[config.mk]
export PLATFORM = sky130hd
export DESIGN_NAME = ssc_sideband
export DESIGN_NICKNAME = d
export VERILOG_FILES = /design/src/inc/ssc_pkg.sv /design/src/ssc_sideband.sv
export SDC_FILE = /design/constraint.sdc
export NUM_CORES = 1
export LEC_CHECK = 0
export ABC_AREA = 1
export BUFFER_PORTS_ARGS = -buffer_cell sky130_fd_sc_hd__buf_2
export CORE_MARGIN = 2
export CORE_UTILIZATION = 40
export DETAILED_ROUTE_END_ITERATION = 10
export SLEW_MARGIN = 20
export SYNTH_ARGS = -nofsm -noshare
export SYNTH_HDL_FRONTEND = slang
export SYNTH_SLANG_ARGS = --single-unit
[constraint.sdc]
create_clock -name clk_sys -period 3.2 [get_ports clk_sys]
set_clock_uncertainty 0.05 [all_clocks]
set_input_delay 0.32 -clock clk_sys [delete_from_list [all_inputs] [get_ports clk_sys]]
set_output_delay 0.32 -clock clk_sys [all_outputs]
set_load 0.005 [all_outputs]
[src/inc/ssc_pkg.sv]
// Constants, types and reset state shared by the serializer side-band block.
// Function
// - Read of a per-lane register with both lanes selected returns lane 1.
// - Write to a per-lane register updates every selected lane's copy.
// - Shared registers are reachable whatever the lane selection bits hold.
// - Second target address enable answers lane 1 address, ignores select bits.
// - Low power-down input returns every control register to its default.
// - Any interconnect fault clears the link detect status bit.
// - Fault kinds are not told apart; one status bit reports them all.
// - Enabled remote interrupt going low drives the interrupt output low.
// - Reading interrupt status clears the pending interrupt, releases output.
// - Remote interrupt mirror follows the remote input level, no clearing.
// - Without a link the remote interrupt mirror is held high.
// - Four-bit pin fields; code 3 forward channel, code 5 back channel.
// - Lane select bits choose which lane's pins the fields configure.
// - Lane 1 pins work only in two-lane mode.
// - Back-channel mode code sets allowed pins: 000/011 four, 010 two, 001 one.
// - Back channel carries a valid flag and four pin bits.
package ssc_pkg;

    localparam logic [7:0] SSC_ADDR_LINK  = 8'h0C;
    localparam logic [7:0] SSC_ADDR_CFG0  = 8'h0D;
    localparam logic [7:0] SSC_ADDR_CFG12 = 8'h0E;
    localparam logic [7:0] SSC_ADDR_CFG3  = 8'h0F;
    localparam logic [7:0] SSC_ADDR_SEL   = 8'h1E;
    localparam logic [7:0] SSC_ADDR_ICTL  = 8'hC6;
    localparam logic [7:0] SSC_ADDR_ISR   = 8'hC7;

    localparam int SSC_SEL_TGT2_BIT = 3;
    localparam int SSC_ICTL_GLB_BIT = 0;
    localparam int SSC_ICTL_REM_BIT = 5;
    localparam int SSC_ISR_REM_BIT  = 5;
    localparam int SSC_ISR_ANY_BIT  = 0;

    localparam logic [7:0] SSC_SEL_RESET  = 8'h01;
    localparam logic [7:0] SSC_CFG_RESET  = 8'h00;
    localparam logic [7:0] SSC_ICTL_RESET = 8'h00;

    localparam logic [3:0] SSC_CODE_FWD = 4'h3;
    localparam logic [3:0] SSC_CODE_BC  = 4'h5;

    localparam logic [2:0] SSC_MODE_NORMAL = 3'h0;
    localparam logic [2:0] SSC_MODE_FAST4  = 3'h3;
    localparam logic [2:0] SSC_MODE_FAST2  = 3'h2;
    localparam logic [2:0] SSC_MODE_FAST1  = 3'h1;

    localparam int SSC_PD_HOLD_MS  = 3;
    localparam int SSC_CLK_KHZ     = 50000;
    localparam int SSC_PD_HOLD_CYC = SSC_PD_HOLD_MS * SSC_CLK_KHZ;

    typedef enum logic [3:0] {
        SSC_IDLE  = 4'h0, SSC_ADDR  = 4'h1, SSC_AACK  = 4'h3,
        SSC_REG   = 4'h2, SSC_RACKW = 4'h6, SSC_WDATA = 4'h7,
        SSC_WACK  = 4'h5, SSC_RDATA = 4'h4, SSC_RACK  = 4'hC
    } ssc_i2c_state_type;

    typedef struct packed {
        logic       valid;
        logic [3:0] gpio;
    } ssc_bc_type;

    typedef struct packed {
        ssc_i2c_state_type st;
        logic [3:0]        cnt;
        logic [7:0]        shift;
        logic [7:0]        ptr;
        logic              rw;
        logic              ack;
        logic [1:0]        tsel;
        logic [1:0][7:0]   cfg_d;
        logic [1:0][7:0]   cfg_e;
        logic [1:0][7:0]   cfg_f;
        logic [1:0]        link_ok;
        logic [7:0]        sel;
        logic [7:0]        ictl;
        logic              pend;
        logic              irq_prev;
        logic              irq_n;
        logic              mirror;
        logic              sda_oe_n;
        logic [1:0][3:0]   gpio_out;
        logic [1:0][3:0]   gpio_oe_n;
        logic [1:0][3:0]   fwd_gpio;
        logic [1:0][3:0]   bc_hold;
        logic              scl1;
        logic              scl2;
        logic              scl_d;
        logic              sda1;
        logic              sda2;
        logic              sda_d;
        logic              pd1;
        logic              pd2;
        logic [1:0][3:0]   gp1;
        logic [1:0][3:0]   gp2;
    } ssc_state_type;

    localparam ssc_state_type SSC_STATE_RESET = '{
        st: SSC_IDLE, sel: SSC_SEL_RESET, ictl: SSC_ICTL_RESET,
        irq_n: 1'b1, mirror: 1'b1, sda_oe_n: 1'b1, irq_prev: 1'b1,
        gpio_oe_n: 8'hFF, scl1: 1'b1, scl2: 1'b1, scl_d: 1'b1,
        sda1: 1'b1, sda2: 1'b1, sda_d: 1'b1, default: '0
    };

endpackage

[src/ssc_sideband.sv]
// Side-band control of the serializer: register port, interrupts, GPIO lanes.
`timescale 1ns/1ps

module ssc_sideband
    import ssc_pkg::*;
#(
    parameter logic [6:0] TARGET_ADDR0 = 7'h2A,
    parameter logic [6:0] TARGET_ADDR1 = 7'h2B
) (
    input  wire logic            clk_sys,
    input  wire logic            srst,
    input  wire logic            power_down_n,
    input  wire logic            scl_in,
    input  wire logic            sda_in,
    output logic                 sda_out,
    output logic                 sda_oe_n,
    input  wire logic [1:0]      link_up,
    input  wire logic [1:0]      link_fault,
    input  wire logic            two_lane_mode,
    input  wire logic            remote_irq_in_n,
    input  wire logic [2:0]      backchan_sample_mode,
    input  wire ssc_bc_type [1:0] bc_rx,
    input  wire logic [1:0][3:0] gpio_in,
    output logic [1:0][3:0]      gpio_out,
    output logic [1:0][3:0]      gpio_oe_n,
    output logic [1:0][3:0]      fwd_gpio,
    output logic                 irq_out_n,
    output logic                 remote_irq_mirror
);

    ssc_state_type s;
    ssc_state_type next_s;

    logic scl_rise;
    logic scl_fall;
    logic bus_start;
    logic bus_stop;

    assign scl_rise  = s.scl2 & ~s.scl_d;
    assign scl_fall  = ~s.scl2 & s.scl_d;
    assign bus_start = s.scl2 & s.scl_d & s.sda_d & ~s.sda2;
    assign bus_stop  = s.scl2 & s.scl_d & ~s.sda_d & s.sda2;

    always_comb begin
        logic [7:0]      rdata;
        logic            rlane;
        logic            isr_read;
        logic            wr_en;
        logic [7:0]      wdata;
        logic            irq_fall;
        logic            irq_set;
        logic [3:0]      allowed;
        logic [1:0][3:0][3:0] code;
        logic            lane_on;
        ssc_state_type   keep;

        rdata    = 8'h00;
        rlane    = 1'b0;
        isr_read = 1'b0;
        wr_en    = 1'b0;
        wdata    = 8'h00;
        irq_fall = 1'b0;
        irq_set  = 1'b0;
        allowed  = 4'h0;
        code     = '0;
        lane_on  = 1'b0;
        keep     = s;
        next_s   = s;

        // Pins from outside the clock domain pass two flip-flops first.
        next_s.scl1  = scl_in;
        next_s.scl2  = s.scl1;
        next_s.scl_d = s.scl2;
        next_s.sda1  = sda_in;
        next_s.sda2  = s.sda1;
        next_s.sda_d = s.sda2;
        next_s.pd1   = power_down_n;
        next_s.pd2   = s.pd1;
        next_s.gp1   = gpio_in;
        next_s.gp2   = s.gp1;

        // With both lanes selected the lane 1 copy is returned.
        rlane = s.tsel[1];
        case (s.ptr)
            SSC_ADDR_LINK:  rdata = {7'h00, s.link_ok[rlane]};
            SSC_ADDR_CFG0:  rdata = s.cfg_d[rlane];
            SSC_ADDR_CFG12: rdata = s.cfg_e[rlane];
            SSC_ADDR_CFG3:  rdata = s.cfg_f[rlane];
            SSC_ADDR_SEL:   rdata = s.sel;
            SSC_ADDR_ICTL:  rdata = s.ictl;
            SSC_ADDR_ISR: begin
                rdata[SSC_ISR_REM_BIT] = s.pend;
                rdata[SSC_ISR_ANY_BIT] = s.pend;
            end
            default:        rdata = 8'h00;
        endcase

        // Two-wire target: address, register pointer, then data bytes.
        case (s.st)
            SSC_IDLE: begin
                next_s.sda_oe_n = 1'b1;
            end
            SSC_ADDR, SSC_REG, SSC_WDATA: begin
                if (scl_rise) begin
                    next_s.shift = {s.shift[6:0], s.sda2};
                    next_s.cnt   = s.cnt + 4'h1;
                end else if (scl_fall && s.cnt == 4'h8) begin
                    next_s.cnt = 4'h0;
                    if (s.st == SSC_ADDR) begin
                        next_s.rw = s.shift[0];
                        if (s.sel[SSC_SEL_TGT2_BIT] &&
                            s.shift[7:1] == TARGET_ADDR1) begin
                            next_s.tsel     = 2'b10;
                            next_s.st       = SSC_AACK;
                            next_s.sda_oe_n = 1'b0;
                        end else if (s.shift[7:1] == TARGET_ADDR0) begin
                            next_s.tsel = s.sel[SSC_SEL_TGT2_BIT] ?
                                          2'b01 : s.sel[1:0];
                            next_s.st       = SSC_AACK;
                            next_s.sda_oe_n = 1'b0;
                        end else begin
                            next_s.st = SSC_IDLE;
                        end
                    end else if (s.st == SSC_REG) begin
                        next_s.ptr      = s.shift;
                        next_s.st       = SSC_RACKW;
                        next_s.sda_oe_n = 1'b0;
                    end else begin
                        wr_en           = 1'b1;
                        wdata           = s.shift;
                        next_s.st       = SSC_WACK;
                        next_s.sda_oe_n = 1'b0;
                    end
                end
            end
            SSC_AACK, SSC_RACKW, SSC_WACK: begin
                if (scl_rise) begin
                    next_s.cnt = 4'h9;
                end else if (scl_fall && s.cnt == 4'h9) begin
                    next_s.cnt      = 4'h0;
                    next_s.sda_oe_n = 1'b1;
                    if (s.st == SSC_AACK && s.rw) begin
                        // Reading the status register clears the pending flag.
                        isr_read        = (s.ptr == SSC_ADDR_ISR);
                        next_s.shift    = rdata;
                        next_s.ptr      = s.ptr + 8'h01;
                        next_s.sda_oe_n = rdata[7];
                        next_s.st       = SSC_RDATA;
                    end else if (s.st == SSC_AACK) begin
                        next_s.st = SSC_REG;
                    end else begin
                        next_s.st = SSC_WDATA;
                    end
                end
            end
            SSC_RDATA: begin
                if (scl_rise) begin
                    next_s.cnt = s.cnt + 4'h1;
                end else if (scl_fall) begin
                    if (s.cnt == 4'h8) begin
                        next_s.sda_oe_n = 1'b1;
                        next_s.st       = SSC_RACK;
                    end else begin
                        next_s.shift    = {s.shift[6:0], 1'b0};
                        next_s.sda_oe_n = s.shift[6];
                    end
                end
            end
            SSC_RACK: begin
                if (scl_rise) begin
                    next_s.ack = ~s.sda2;
                    next_s.cnt = 4'h9;
                end else if (scl_fall && s.cnt == 4'h9) begin
                    next_s.cnt = 4'h0;
                    if (s.ack) begin
                        isr_read        = (s.ptr == SSC_ADDR_ISR);
                        next_s.shift    = rdata;
                        next_s.ptr      = s.ptr + 8'h01;
                        next_s.sda_oe_n = rdata[7];
                        next_s.st       = SSC_RDATA;
                    end else begin
                        next_s.st = SSC_IDLE;
                    end
                end
            end
            default: begin
                next_s.st       = SSC_IDLE;
                next_s.sda_oe_n = 1'b1;
            end
        endcase

        // A start, repeated or not, always wins over the byte in flight.
        if (bus_start) begin
            next_s.st       = SSC_ADDR;
            next_s.cnt      = 4'h0;
            next_s.sda_oe_n = 1'b1;
        end else if (bus_stop) begin
            next_s.st       = SSC_IDLE;
            next_s.sda_oe_n = 1'b1;
        end

        // Register writes; the pointer advances so bursts fill in order.
        if (wr_en) begin
            next_s.ptr = s.ptr + 8'h01;
            for (int i = 0; i < 2; i++) begin
                if (s.tsel[i]) begin
                    case (s.ptr)
                        SSC_ADDR_CFG0:  next_s.cfg_d[i] = wdata;
                        SSC_ADDR_CFG12: next_s.cfg_e[i] = wdata;
                        SSC_ADDR_CFG3:  next_s.cfg_f[i] = wdata;
                        default:        next_s.cfg_d[i] = s.cfg_d[i];
                    endcase
                end
            end
            case (s.ptr)
                SSC_ADDR_SEL:  next_s.sel  = wdata;
                SSC_ADDR_ICTL: next_s.ictl = wdata;
                default:       next_s.sel  = s.sel;
            endcase
        end

        // Any fault kind simply drops the single detect bit of its lane.
        next_s.link_ok = link_up & ~link_fault;

        // Only falling edges raise a pending flag; a set beats a status read.
        next_s.irq_prev = remote_irq_in_n;
        irq_fall = s.irq_prev & ~remote_irq_in_n;
        irq_set  = irq_fall & (|link_up) & s.ictl[SSC_ICTL_REM_BIT] &
                   s.ictl[SSC_ICTL_GLB_BIT];
        next_s.pend  = irq_set | (s.pend & ~isr_read);
        next_s.irq_n = ~(next_s.pend &
                         next_s.ictl[SSC_ICTL_GLB_BIT]);

        next_s.mirror = (|link_up) ? remote_irq_in_n : 1'b1;

        case (backchan_sample_mode)
            SSC_MODE_NORMAL, SSC_MODE_FAST4: allowed = 4'hF;
            SSC_MODE_FAST2:                  allowed = 4'h3;
            SSC_MODE_FAST1:                  allowed = 4'h1;
            default:                         allowed = 4'h0;
        endcase

        for (int i = 0; i < 2; i++) begin
            code[i][0] = s.cfg_d[i][3:0];
            code[i][1] = s.cfg_e[i][3:0];
            code[i][2] = s.cfg_e[i][7:4];
            code[i][3] = s.cfg_f[i][3:0];
            lane_on    = (i == 0) || two_lane_mode;
            for (int p = 0; p < 4; p++) begin
                if (bc_rx[i].valid && allowed[p]) begin
                    next_s.bc_hold[i][p] = bc_rx[i].gpio[p];
                end
                next_s.fwd_gpio[i][p] = lane_on &&
                    code[i][p] == SSC_CODE_FWD && s.gp2[i][p];
                if (lane_on && code[i][p] == SSC_CODE_BC) begin
                    next_s.gpio_oe_n[i][p] = 1'b0;
                    next_s.gpio_out[i][p]  = s.bc_hold[i][p];
                end else begin
                    next_s.gpio_oe_n[i][p] = 1'b1;
                    next_s.gpio_out[i][p]  = 1'b0;
                end
            end
        end

        // Power-down clears all control state but keeps the synchronisers.
        if (!s.pd2) begin
            keep         = next_s;
            next_s       = SSC_STATE_RESET;
            next_s.scl1  = keep.scl1;
            next_s.scl2  = keep.scl2;
            next_s.scl_d = keep.scl_d;
            next_s.sda1  = keep.sda1;
            next_s.sda2  = keep.sda2;
            next_s.sda_d = keep.sda_d;
            next_s.pd1   = keep.pd1;
            next_s.pd2   = keep.pd2;
            next_s.gp1   = keep.gp1;
            next_s.gp2   = keep.gp2;
        end
    end

    always_ff @(posedge clk_sys) begin
        if (srst) begin
            s <= SSC_STATE_RESET;
        end else begin
            s <= next_s;
        end
    end

    assign sda_out           = 1'b0;
    assign sda_oe_n          = s.sda_oe_n;
    assign gpio_out          = s.gpio_out;
    assign gpio_oe_n         = s.gpio_oe_n;
    assign fwd_gpio          = s.fwd_gpio;
    assign irq_out_n         = s.irq_n;
    assign remote_irq_mirror = s.mirror;

endmodule

==> results.cfg, run 1 <==
[timing]
rsz0062_at_grt = false
setup-tns-final_ns = 0
timing.final.crit_period_ns = 2.29
setup_viol = 0
setup_slack_ns = 0.909
fmax_mhz = 436
tightestPinTransition_ns = 0.675
hold_viol = 0
report.final.slew_viol_count = 0
final.period_utilization_pct = 71.6
slew_headroom_pct = 54.8

[drt]
post_drt_via_cell_ratio = 4.92
ant_nets = 0
remaining_drcs = 0
drt_iter0_markers = 506
route.detailed.wl_per_inst_um = 14.6
routed-via-count = 6461
totalWireLength_um = 19200
detail_route.first_pass.iterations = 5

[die]
full_die_area_um2 = 19300
core_area_um2 = 17900
design.portCount = 60
dieHeight_um = 139
initial_standard_cell_utilization_of_the_core_pct = 40.7
placementRows = 49
die_w_um = 139

[critical_path]
setup.worst_path.start_class = flop
regToRegSetupSlack_ns = 0.91
path_max_fanout = 11
crit_path_cell_trace = inv_1, ha_1, inv_1, nor2_1, inv_1, nor2_2, nand2_2, inv_2, o21ai_0, a21oi_1
critPathCaptureType = flop
worstReg2RegStart = s[131]
worstReg2RegEnd = s[110]
ff2ff_path_depth = 10
slowest_stage = nor2_1
worstPathBufferInverterCount = 4
critPathArrivalTime_ns = 2.60
worst_path_dominant_cell_family = simple AND/OR/NAND/NOR gates
critical_path.max_stage_delay_ns = 0.49
critical_path.most_common_cell = inv_1
crit_type = reg -> reg
timing.critical_path.required_ns = 3.51

[cts]
cts.reportedPaths.clkPinSlew_ns = 0.07
ctsLongestPathBuffers = 2
cts.repair.resized = 0
cts_max_level = 4
clock_sink_count = 155
postCtsSetupRepairBufs = 0
cts-hold-fix-buffers = 2
tritoncts_clock_tree = done
clock_insertion_delay_worst_skew_ns = 0.43
cts_buffers = 17
cts_root_buf = clkbuf_16

[synthesis]
synth_warnings = 0
synth_seq_area_share_pct = 42.5
syn-mean-instance-area_um2 = 6.99
post_synth_inst_count = 1044
syn_area_um2 = 7290
syn_nets = 1083
yosysUniqueCellTypes = 36
synth_seq_cells = 155

[min_path]
worstHoldPathCells = 2
whs_endpoint = s[20]
timing.hold.worst.class = in -> reg
hp-start = sda_in

[finish]
insertedDiodeCount = 0
fin_area_um2 = 8170
areaGrowthSynthToFinish_pct = 12.0
num-fill-cells = 1883
nNetsFinal = 1111
post_route_cells_drive_above_1_share_pct = 13.1
fin_util_pct = 45.6

[global_route]
grt_first_pass_wirelength_um = 30600
grt_antenna_before_repair = 1
largest_net_degree_at_the_start_of_global_routing = 51
grt_residual_overflow = 0
grt_pass1_vias = 5739
global_route.usage.total_pct = 19.9

[placed_design]
place.gp.congestion = 0.868
buffer_ports.inserted = 58
dpl-instance-area_um2 = 7560
place_worst_setup_slack_ns = 0.964
dp.final_hpwl_um = 13700

[power_and_ir_drop]
peakVddDrop_mv = 0.411
leakage_power_of_the_design_nw = 3.58
totalPowerFinal_mw = 4.08
pwr_density_cell_nw_per_um2 = 499

[job]
drv.max_cap_violation_count = 0

[run_status]
status = finished, final reports clean
cell usage after synthesis, drive strengths merged:
cell	number	area (um^2)
nand3	65	335
or2	4	25.0
dfxtp	155	3100
nand4	11	68.8
conb	1	3.75
o211ai	1	7.51
a211oi	1	7.51
nor3	17	101
inv	121	454
a21oi	93	469
o21a	1	7.51
ha	7	87.6
clkinv	5	18.8
xor2	6	52.6
nor4	4	25.0
nand2	249	995
clkbuf	16	60.1
nor2	134	592
o21ai	106	531
buf	42	299
nand3b	3	35.0
o21bai	2	15.0
cell usage in the layout, fill, tap and decap left out, types with 2 or more instances in the layout:
master	Yosys	layout
o21ai_1	3	3
nand2_4	5	5
inv_2	7	8
or2_2	4	4
clkinvlp_4	0	2
nand4_1	11	11
dlygate4sd3_1	0	2
inv_6	0	4
nand3_2	2	2
nor2_2	5	5
nand3_1	63	63
nand2_1	235	235
dfxtp_1	155	155
buf_2	8	58
nor3_1	15	15
clkbuf_16	0	17
nand3b_1	2	2
clkinv_2	0	2
nor2_1	120	120
a21oi_1	92	92
inv_1	114	114
ha_1	7	7
nor4_1	4	4
o21ai_0	103	103
nor2_4	8	8
xor2_1	6	6
buf_4	33	7
clkinv_1	5	4
o21bai_1	2	2
nand2_2	9	9
bufinv_16	0	2
inv_8	0	3
sequential cells by signal, summed over array words and instances (netlist names):
| signal | count |
|---|---|
| gpio_out | 8 |
| fwd_gpio | 8 |
| sda_oe_n | 1 |
| gpio_oe_n | 8 |
| s | 128 |
| irq_out_n | 1 |
| remote_irq_mirror | 1 |
kinds of logic after synthesis:
logic type | share of synthesized area, %
simple gates | 29.9
compound gates | 14.2
flops | 42.5
fa+ha+maj | 1.20
other cells | 0.0514
buf+inv | 11.4
xor+xnor | 0.721
metal layers:
layer  GRT usage, %  routed length [um]  vias to the layer above
met1           28.3                9120                     2900
li1               -                   -                     3367
met3           3.25                1050                       27
met4           6.80                 330                        0
met5              0                   0                        -
met2           30.7                8650                      167
report_power, final:
part | internal, mW | switching (mW) | total (mW)
registers | 1.94 | 0.00622 | 1.95
clock network | 1.17 | 0.878 | 2.05
logic | 0.0324 | 0.0527 | 0.0851
through the flow:
step / hold WS (ns) / cells
6_report: 0.0121 / 1313
3_5_place_dp: 0.343 / 1280
5_1_grt: 0.0156 / 1313
3_3_place_gp: 0.339 / 1280
2_1_floorplan: 0.338 / 1044
4_1_cts: 0.00674 / 1313
worst max path at each step:
stage                 from  endpoint  slack, ns  cells past startpoint
floorplan           s[147]    s[133]       1.47                     10
global placement    s[131]    s[110]       1.01                     10
detailed placement  s[131]    s[110]       0.96                     10
CTS                 s[131]    s[110]       0.93                     10
global route        s[131]    s[110]       0.62                     10
finish              s[131]    s[110]       0.91                     10
layout make-up:
class	instances	area (um^2)	area share [%]
Sequential cell	155	3100	38.0
Clock buffer	17	425	5.21
Multi-Input combinational cell	705	3360	41.1
Inverter	126	473	5.79
Tap cell	229	287	3.51
Timing Repair Buffer	67	363	4.44
Clock inverter	14	163	1.99
(Power assumes the default switching activity.)
==> inputs of run 2 (changes only) <==
Settings changed: ABC_AREA 1 to 0.
Clock period 3.2 ns to 2.35 ns, I/O delays scaled along.
==> run 2 against run 1 <==
  * Worst setup slack worse by 0.76 ns
  * Sequential power up 36%
  * Global-route usage up 0.75 points
  * Power up 38%
  * Via count down 3.9%
  * Clock power up 38%
  * Sequential share of layout area down 1.7 points
  * Combinational power up 57%
  * Non-clock buffer count up 68
  * Final cell count down 13%
  * Sequential cell count unchanged
  * Critical path type unchanged
  * Largest power group unchanged
==> results.cfg, run 2 <==
[timing]
rsz0062_at_grt = false
report.final.slew_viol_count = 0
setup_viol = 0
slew_headroom_pct = 61.6
fmax_mhz = 454
hold_viol = 0
setup-tns-final_ns = 0
timing.final.crit_period_ns = 2.20
hold_ws_ns = 0.00164
final.period_utilization_pct = 93.7
tightestPinTransition_ns = 0.568

[die]
core_area_um2 = 17400
design.portCount = 60
full_die_area_um2 = 18900
dieHeight_um = 137
die_w_um = 137
initial_standard_cell_utilization_of_the_core_pct = 41.0
placementRows = 48

[finish]
num-fill-cells = 1661
largest_register = s
insertedDiodeCount = 0
post_route_cells_drive_above_1_share_pct = 19.1
areaGrowthSynthToFinish_pct = 20.3
layout.cells.most_common_list = 154 x dfxtp_1, 67 x nor2_1, 66 x nand3_1, 58 x nand2_1, 58 x buf_2
largest_register_ff_count = 128
nNetsFinal = 939
layout.cells.most_common = dfxtp_1

[power_and_ir_drop]
peakVddDrop_mv = 0.506
pwr_density_cell_nw_per_um2 = 656
leakage_power_of_the_design_nw = 3.06

[job]
drv.max_cap_violation_count = 0

[critical_path]
regToRegSetupSlack_ns = 0.15
timing.critical_path.required_ns = 2.65
crit_cells = 6
crit_type = reg -> reg
worstPathBufferInverterCount = 0
worstReg2RegStart = s[151]
crit_start = s[151]
critPathArrivalTime_ns = 2.50
critPathCaptureType = flop
setup.worst_path.start_class = flop
setup.worst_path.end = s[141]
slowest_stage = dfxtp_1
worst_path_dominant_cell_family = compound AO/OA/AOI/OAI gates
path_max_fanout = 7
critical_path.max_stage_delay_ns = 0.53
worstReg2RegEnd = s[141]
crit_path_cell_trace = and4bb_1, a211o_1, a2bb2oi_1, and3_1, nand2_1, o22ai_1
ff2ff_path_depth = 6

[cts]
cts_buffers = 17
tritoncts_clock_tree = done
cts_root_buf = clkbuf_16
clock_sink_count = 155
cts_max_level = 4
clock_insertion_delay_worst_skew_ns = 0.43
ctsLongestPathBuffers = 2
cts.reportedPaths.clkPinSlew_ns = 0.07

[synthesis]
synth_seq_cells = 155
yosysUniqueCellTypes = 73
syn_nets = 869
syn-mean-instance-area_um2 = 8.57
synth_most_common_cell = dfxtp_1
syn_area_um2 = 7110
post_synth_edffs = 0
post-synth-top-area-fraction_pct = 43.6
post_synth_inst_count = 830
synth_seq_area_share_pct = 43.6
synth_top_cells_by_area = dfxtp_1 44%, mux2i_1 5.8%, nand3_1 4.6%, a21oi_1 3.8%, nor2_1 3.6%
synth_top_flop_cell = dfxtp_1
yosysTopAreaCell = dfxtp_1
postSynth.asyncResetShare_pct = 0
synth_warnings = 0
cell_types_with_the_highest_counts_after_synthesis = 155 x dfxtp_1, 69 x nor2_1, 66 x nand3_1, 58 x nand2_1, 54 x a21oi_1

[global_route]
globalRouteMet1Util_pct = 29.0
grt_pass1_vias = 5661
grt_residual_overflow = 0
grt_antenna_before_repair = 0
grt_first_pass_wirelength_um = 30100
largest_net_degree_at_the_start_of_global_routing = 55
grt_use_met3_pct = 3.75
global_route.usage.total_pct = 20.6
grt_most_used_layer = met2
met2_usage_pct = 32.1

[drt]
route.detailed.wl_per_inst_um = 16.6
drt_iter0_markers = 380
remaining_drcs = 0
detail_route.first_pass.iterations = 5
routed-via-count = 6212
totalWireLength_um = 18900
ant_nets = 0
post_drt_via_cell_ratio = 5.46

[min_path]
timing.hold.worst.class = in -> reg
hp-start = bc_rx[3]

[placed_design]
dp.final_hpwl_um = 13400
buffer_ports.inserted = 58
place.gp.congestion = 0.884

[run_status]
status = finished, final reports clean
-- run 2: changes by cell type after synthesis, sizes merged, moves of 31 or more --
cell	previous run	this run
o21ai	106	56
a21oi	93	54
nor2	134	69
nand2	249	60
nor2b	0	31
mux2i	0	41
inv	121	21
-- run 2: logic make-up after synthesis --
family                   synth area share [%]
AND/OR/NAND/NOR                          23.7
AO/OA/AOI/OAI                            17.6
flip-flops                               43.6
buffers and inverters                    7.07
multiplexers                             6.09
adder cells (fa/ha/maj)                  1.23
XOR/XNOR                                0.616
other                                  0.0527
-- run 2: stage by stage --
stage / utilization (%) / power, mW / setup slack (ns) / instances / instance area, um^2
after floorplan: - / 2.77 / 0.0204 / 830 / 7110
after global placement: 44.4 / 2.82 / 0.108 / 1083 / 7700
after detailed placement: 44.4 / 2.82 / 0.153 / 1083 / 7700
after CTS: 49.0 / 5.67 / 0.124 / 1135 / 8510
after global routing: 49.3 / 5.80 / 0.00154 / 1138 / 8560
final: 49.3 / 5.61 / 0.147 / 1138 / 8560
-- run 2: timing repair --
action                     CTS  global route
hold buffers                20             0
hold endpoints to repair    21             0
resized for setup            0             6
setup endpoints to repair    0            47
buffers inserted             0             3
-- run 2: worst min path at each step --
stage	cells after the start	endpoint	slack, ns
2_1_floorplan	1	s[11]	0.26
3_3_place_gp	1	s[19]	0.34
3_5_place_dp	1	s[19]	0.35
4_1_cts	3	s[27]	0.004
5_1_grt	3	s[25]	0.002
6_report	3	s[27]	0.002
-- run 2: power by group --
| part | switching [mW] | internal (mW) | leakage (nW) |
|---|---|---|---|
| clock | 1.18 | 1.64 | 0.300 |
| sequential | 0.00820 | 2.65 | 1.25 |
| combinational | 0.0620 | 0.0718 | 1.50 |
-- run 2: layout make-up --
| cell class | instances | area, um^2 | area share, % |
|---|---|---|---|
| sequential | 155 | 3100 | 36.3 |
| tap | 225 | 282 | 3.29 |
| timing repair buffer | 135 | 943 | 11.0 |
| clock inverter | 14 | 174 | 2.03 |
| multi-input combinational | 570 | 3540 | 41.3 |
| clock buffer | 18 | 439 | 5.13 |
| inverter | 21 | 78.8 | 0.921 |
-- run 2: worst register-to-register path, stage by stage (launching register included) --
cell,delay [ns]
dfxtp_1,0.53
and4bb_1,0.25
a211o_1,0.36
a2bb2oi_1,0.26
and3_1,0.24
nand2_1,0.21
o22ai_1,0.23
-- run 2: layer usage --
metal,vias to the layer above,share of wire [%]
li1,3081,-
met1,2912,48
met2,188,45
met3,31,5.7
met4,0,1.8
met5,-,0
==> inputs of run 3 (changes only) <==
Settings changed: BUFFER_PORTS_ARGS -buffer_cell sky130_fd_sc_hd__buf_2 to -buffer_cell sky130_fd_sc_hd__buf_4, CORE_ASPECT_RATIO from default to 0.9, SKIP_LAST_GASP from default to 1.
==> run 3 against run 2 <==
  * Count of clock-buffer cells in the layout is 1 lower
  * Final cell count is 2.2% higher
  * First-iteration DRC count is 39% higher
  * Combinational power is 13% higher
  * Die area hardly changed
  * Non-clock buffer count is 10 higher
  * Critical path depth is 1 higher
  * Wire length is 2.1% higher
  * Sequential power hardly changed
  * Register-to-register slack hardly changed
==> results.cfg, run 3 (synthesis gave the netlist of run 2 again) <==
[run_status]
status = finished, final reports clean

[timing]
timing.final.crit_period_ns = 2.19
setup_slack_ns = 0.158
slew_headroom_pct = 59.1
setup_viol = 0
tightestPinTransition_ns = 0.605
final.period_utilization_pct = 93.3
fmax_mhz = 456
setup-tns-final_ns = 0
hold_viol = 0
report.final.slew_viol_count = 0

[min_path]
timing.hold.worst.class = in -> reg

[power_and_ir_drop]
pwr_density_cell_nw_per_um2 = 629
p_switching_mw = 1.28
seq_power_share_pct = 48.2
peakVddDrop_mv = 0.560
leakage_power_of_the_design_nw = 3.13
sw_frac_of_total_pct = 23.2
share_clk_of_total_power_pct = 49.0
internal_power_mw = 4.23
share_comb_of_total_power_pct = 2.8

[global_route]
largest_net_degree_at_the_start_of_global_routing = 55
grt_residual_overflow = 0
grt_first_pass_wirelength_um = 30700
grt_antenna_before_repair = 0
global_route.usage.total_pct = 21.0
grt_pass1_vias = 5744

[drt]
route.detailed.wl_per_inst_um = 16.6
detail_route.first_pass.iterations = 5
remaining_drcs = 0
drt_iter0_markers = 530
routed-via-count = 6254
ant_nets = 0
post_drt_via_cell_ratio = 5.38
totalWireLength_um = 19300

[finish]
nNetsFinal = 949
fin_area_um2 = 8760
post_route_cells_drive_above_1_share_pct = 19.6
largest_register_ff_count = 128
layout.cells.most_common_list = 155 x dfxtp_1, 122 x buf_4, 68 x nor2_1, 66 x nand3_1, 58 x nand2_1
largest_register = s
insertedDiodeCount = 0
layout.cells.most_common = dfxtp_1
areaGrowthSynthToFinish_pct = 23.2

[critical_path]
critPathCaptureType = flop
critPathArrivalTime_ns = 2.46
path_max_fanout = 8
crit_type = reg -> reg
setup.worst_path.start_class = flop
timing.critical_path.required_ns = 2.62

[cts]
clock_sink_count = 155
tritoncts_clock_tree = done
clock_insertion_delay_worst_skew_ns = 0.43
cts_max_level = 4
cts.reportedPaths.clkPinSlew_ns = 0.07
cts_root_buf = clkbuf_16
ctsLongestPathBuffers = 2
cts_buffers = 17

[die]
die_w_um = 145
full_die_area_um2 = 18900
placementRows = 46
dieHeight_um = 130
core_area_um2 = 17500
initial_standard_cell_utilization_of_the_core_pct = 40.6
design.portCount = 60

[placed_design]
dpl-instance-area_um2 = 7900
dp.final_hpwl_um = 13600
place_worst_setup_slack_ns = 0.143
buffer_ports.inserted = 58
place.gp.congestion = 0.914

[job]
drv.max_cap_violation_count = 0
[run 3: stage by stage]
step                utilization, %  hold WS, ns  total power [mW]  cells
finish                        50.1      0.00828              5.51   1163
global placement              45.2        0.342              2.84   1103
floorplan                        -        0.257              2.77    830
CTS                           49.7      0.00519              5.56   1156
global route                  50.1       0.0269              5.68   1163
detailed placement            45.2        0.348              2.84   1103
[run 3: layout make-up]
cell class,instances,area [um^2]
clock inverters,15,154
well taps,240,300
repair buffers,145,1170
fillers,1693,8730
clock buffers,17,425
inverters,21,78.8
flip-flops and latches,155,3100
multi-input cells,570,3530
[run 3: metal layers]
metal / share of wire (%) / GRT usage [%]
met5: 0 / 0
met4: 1.4 / 6.40
met3: 6.2 / 4.48
met2: 44 / 30.9
met1: 49 / 30.8
[run 3: what timing repair did]
item / CTS / global route
hold buffers: 21 / 0
hold endpoints to repair: 22 / 0
gates resized for setup: 0 / 5
buffers inserted: 0 / 7
setup endpoints to repair: 0 / 37
[run 3: final timing paths]
kind | slack (ns) | cells past startpoint | start | endpoint
min reg2reg | 0.35 | 1 | s[20] | s[19]
max | 0.16 | 7 | s[131] | s[86]
min | 0.008 | 3 | bc_rx[3] | s[27]
max reg2reg | 0.16 | 7 | s[131] | s[86]
[run 3: power by group through the flow]
stage          Combinational (mW)  Sequential (mW)  Clock (mW)
2_1_floorplan              0.0603             2.71           0
3_3_place_gp                0.123             2.71           0
3_5_place_dp                0.123             2.71           0
4_1_cts                     0.152             2.65        2.75
5_1_grt                     0.166             2.65        2.86
6_report                    0.152             2.65        2.70
[run 3: worst max-delay path, cell delays in order, from the launching register on]
cell and delay [ns]:
dfxtp_1 0.43, ha_1 0.21, nand3_1 0.11, or4_4 0.48, nor3_4 0.35, nand2_2 0.19
mux2i_1 0.21, nor2_1 0.05
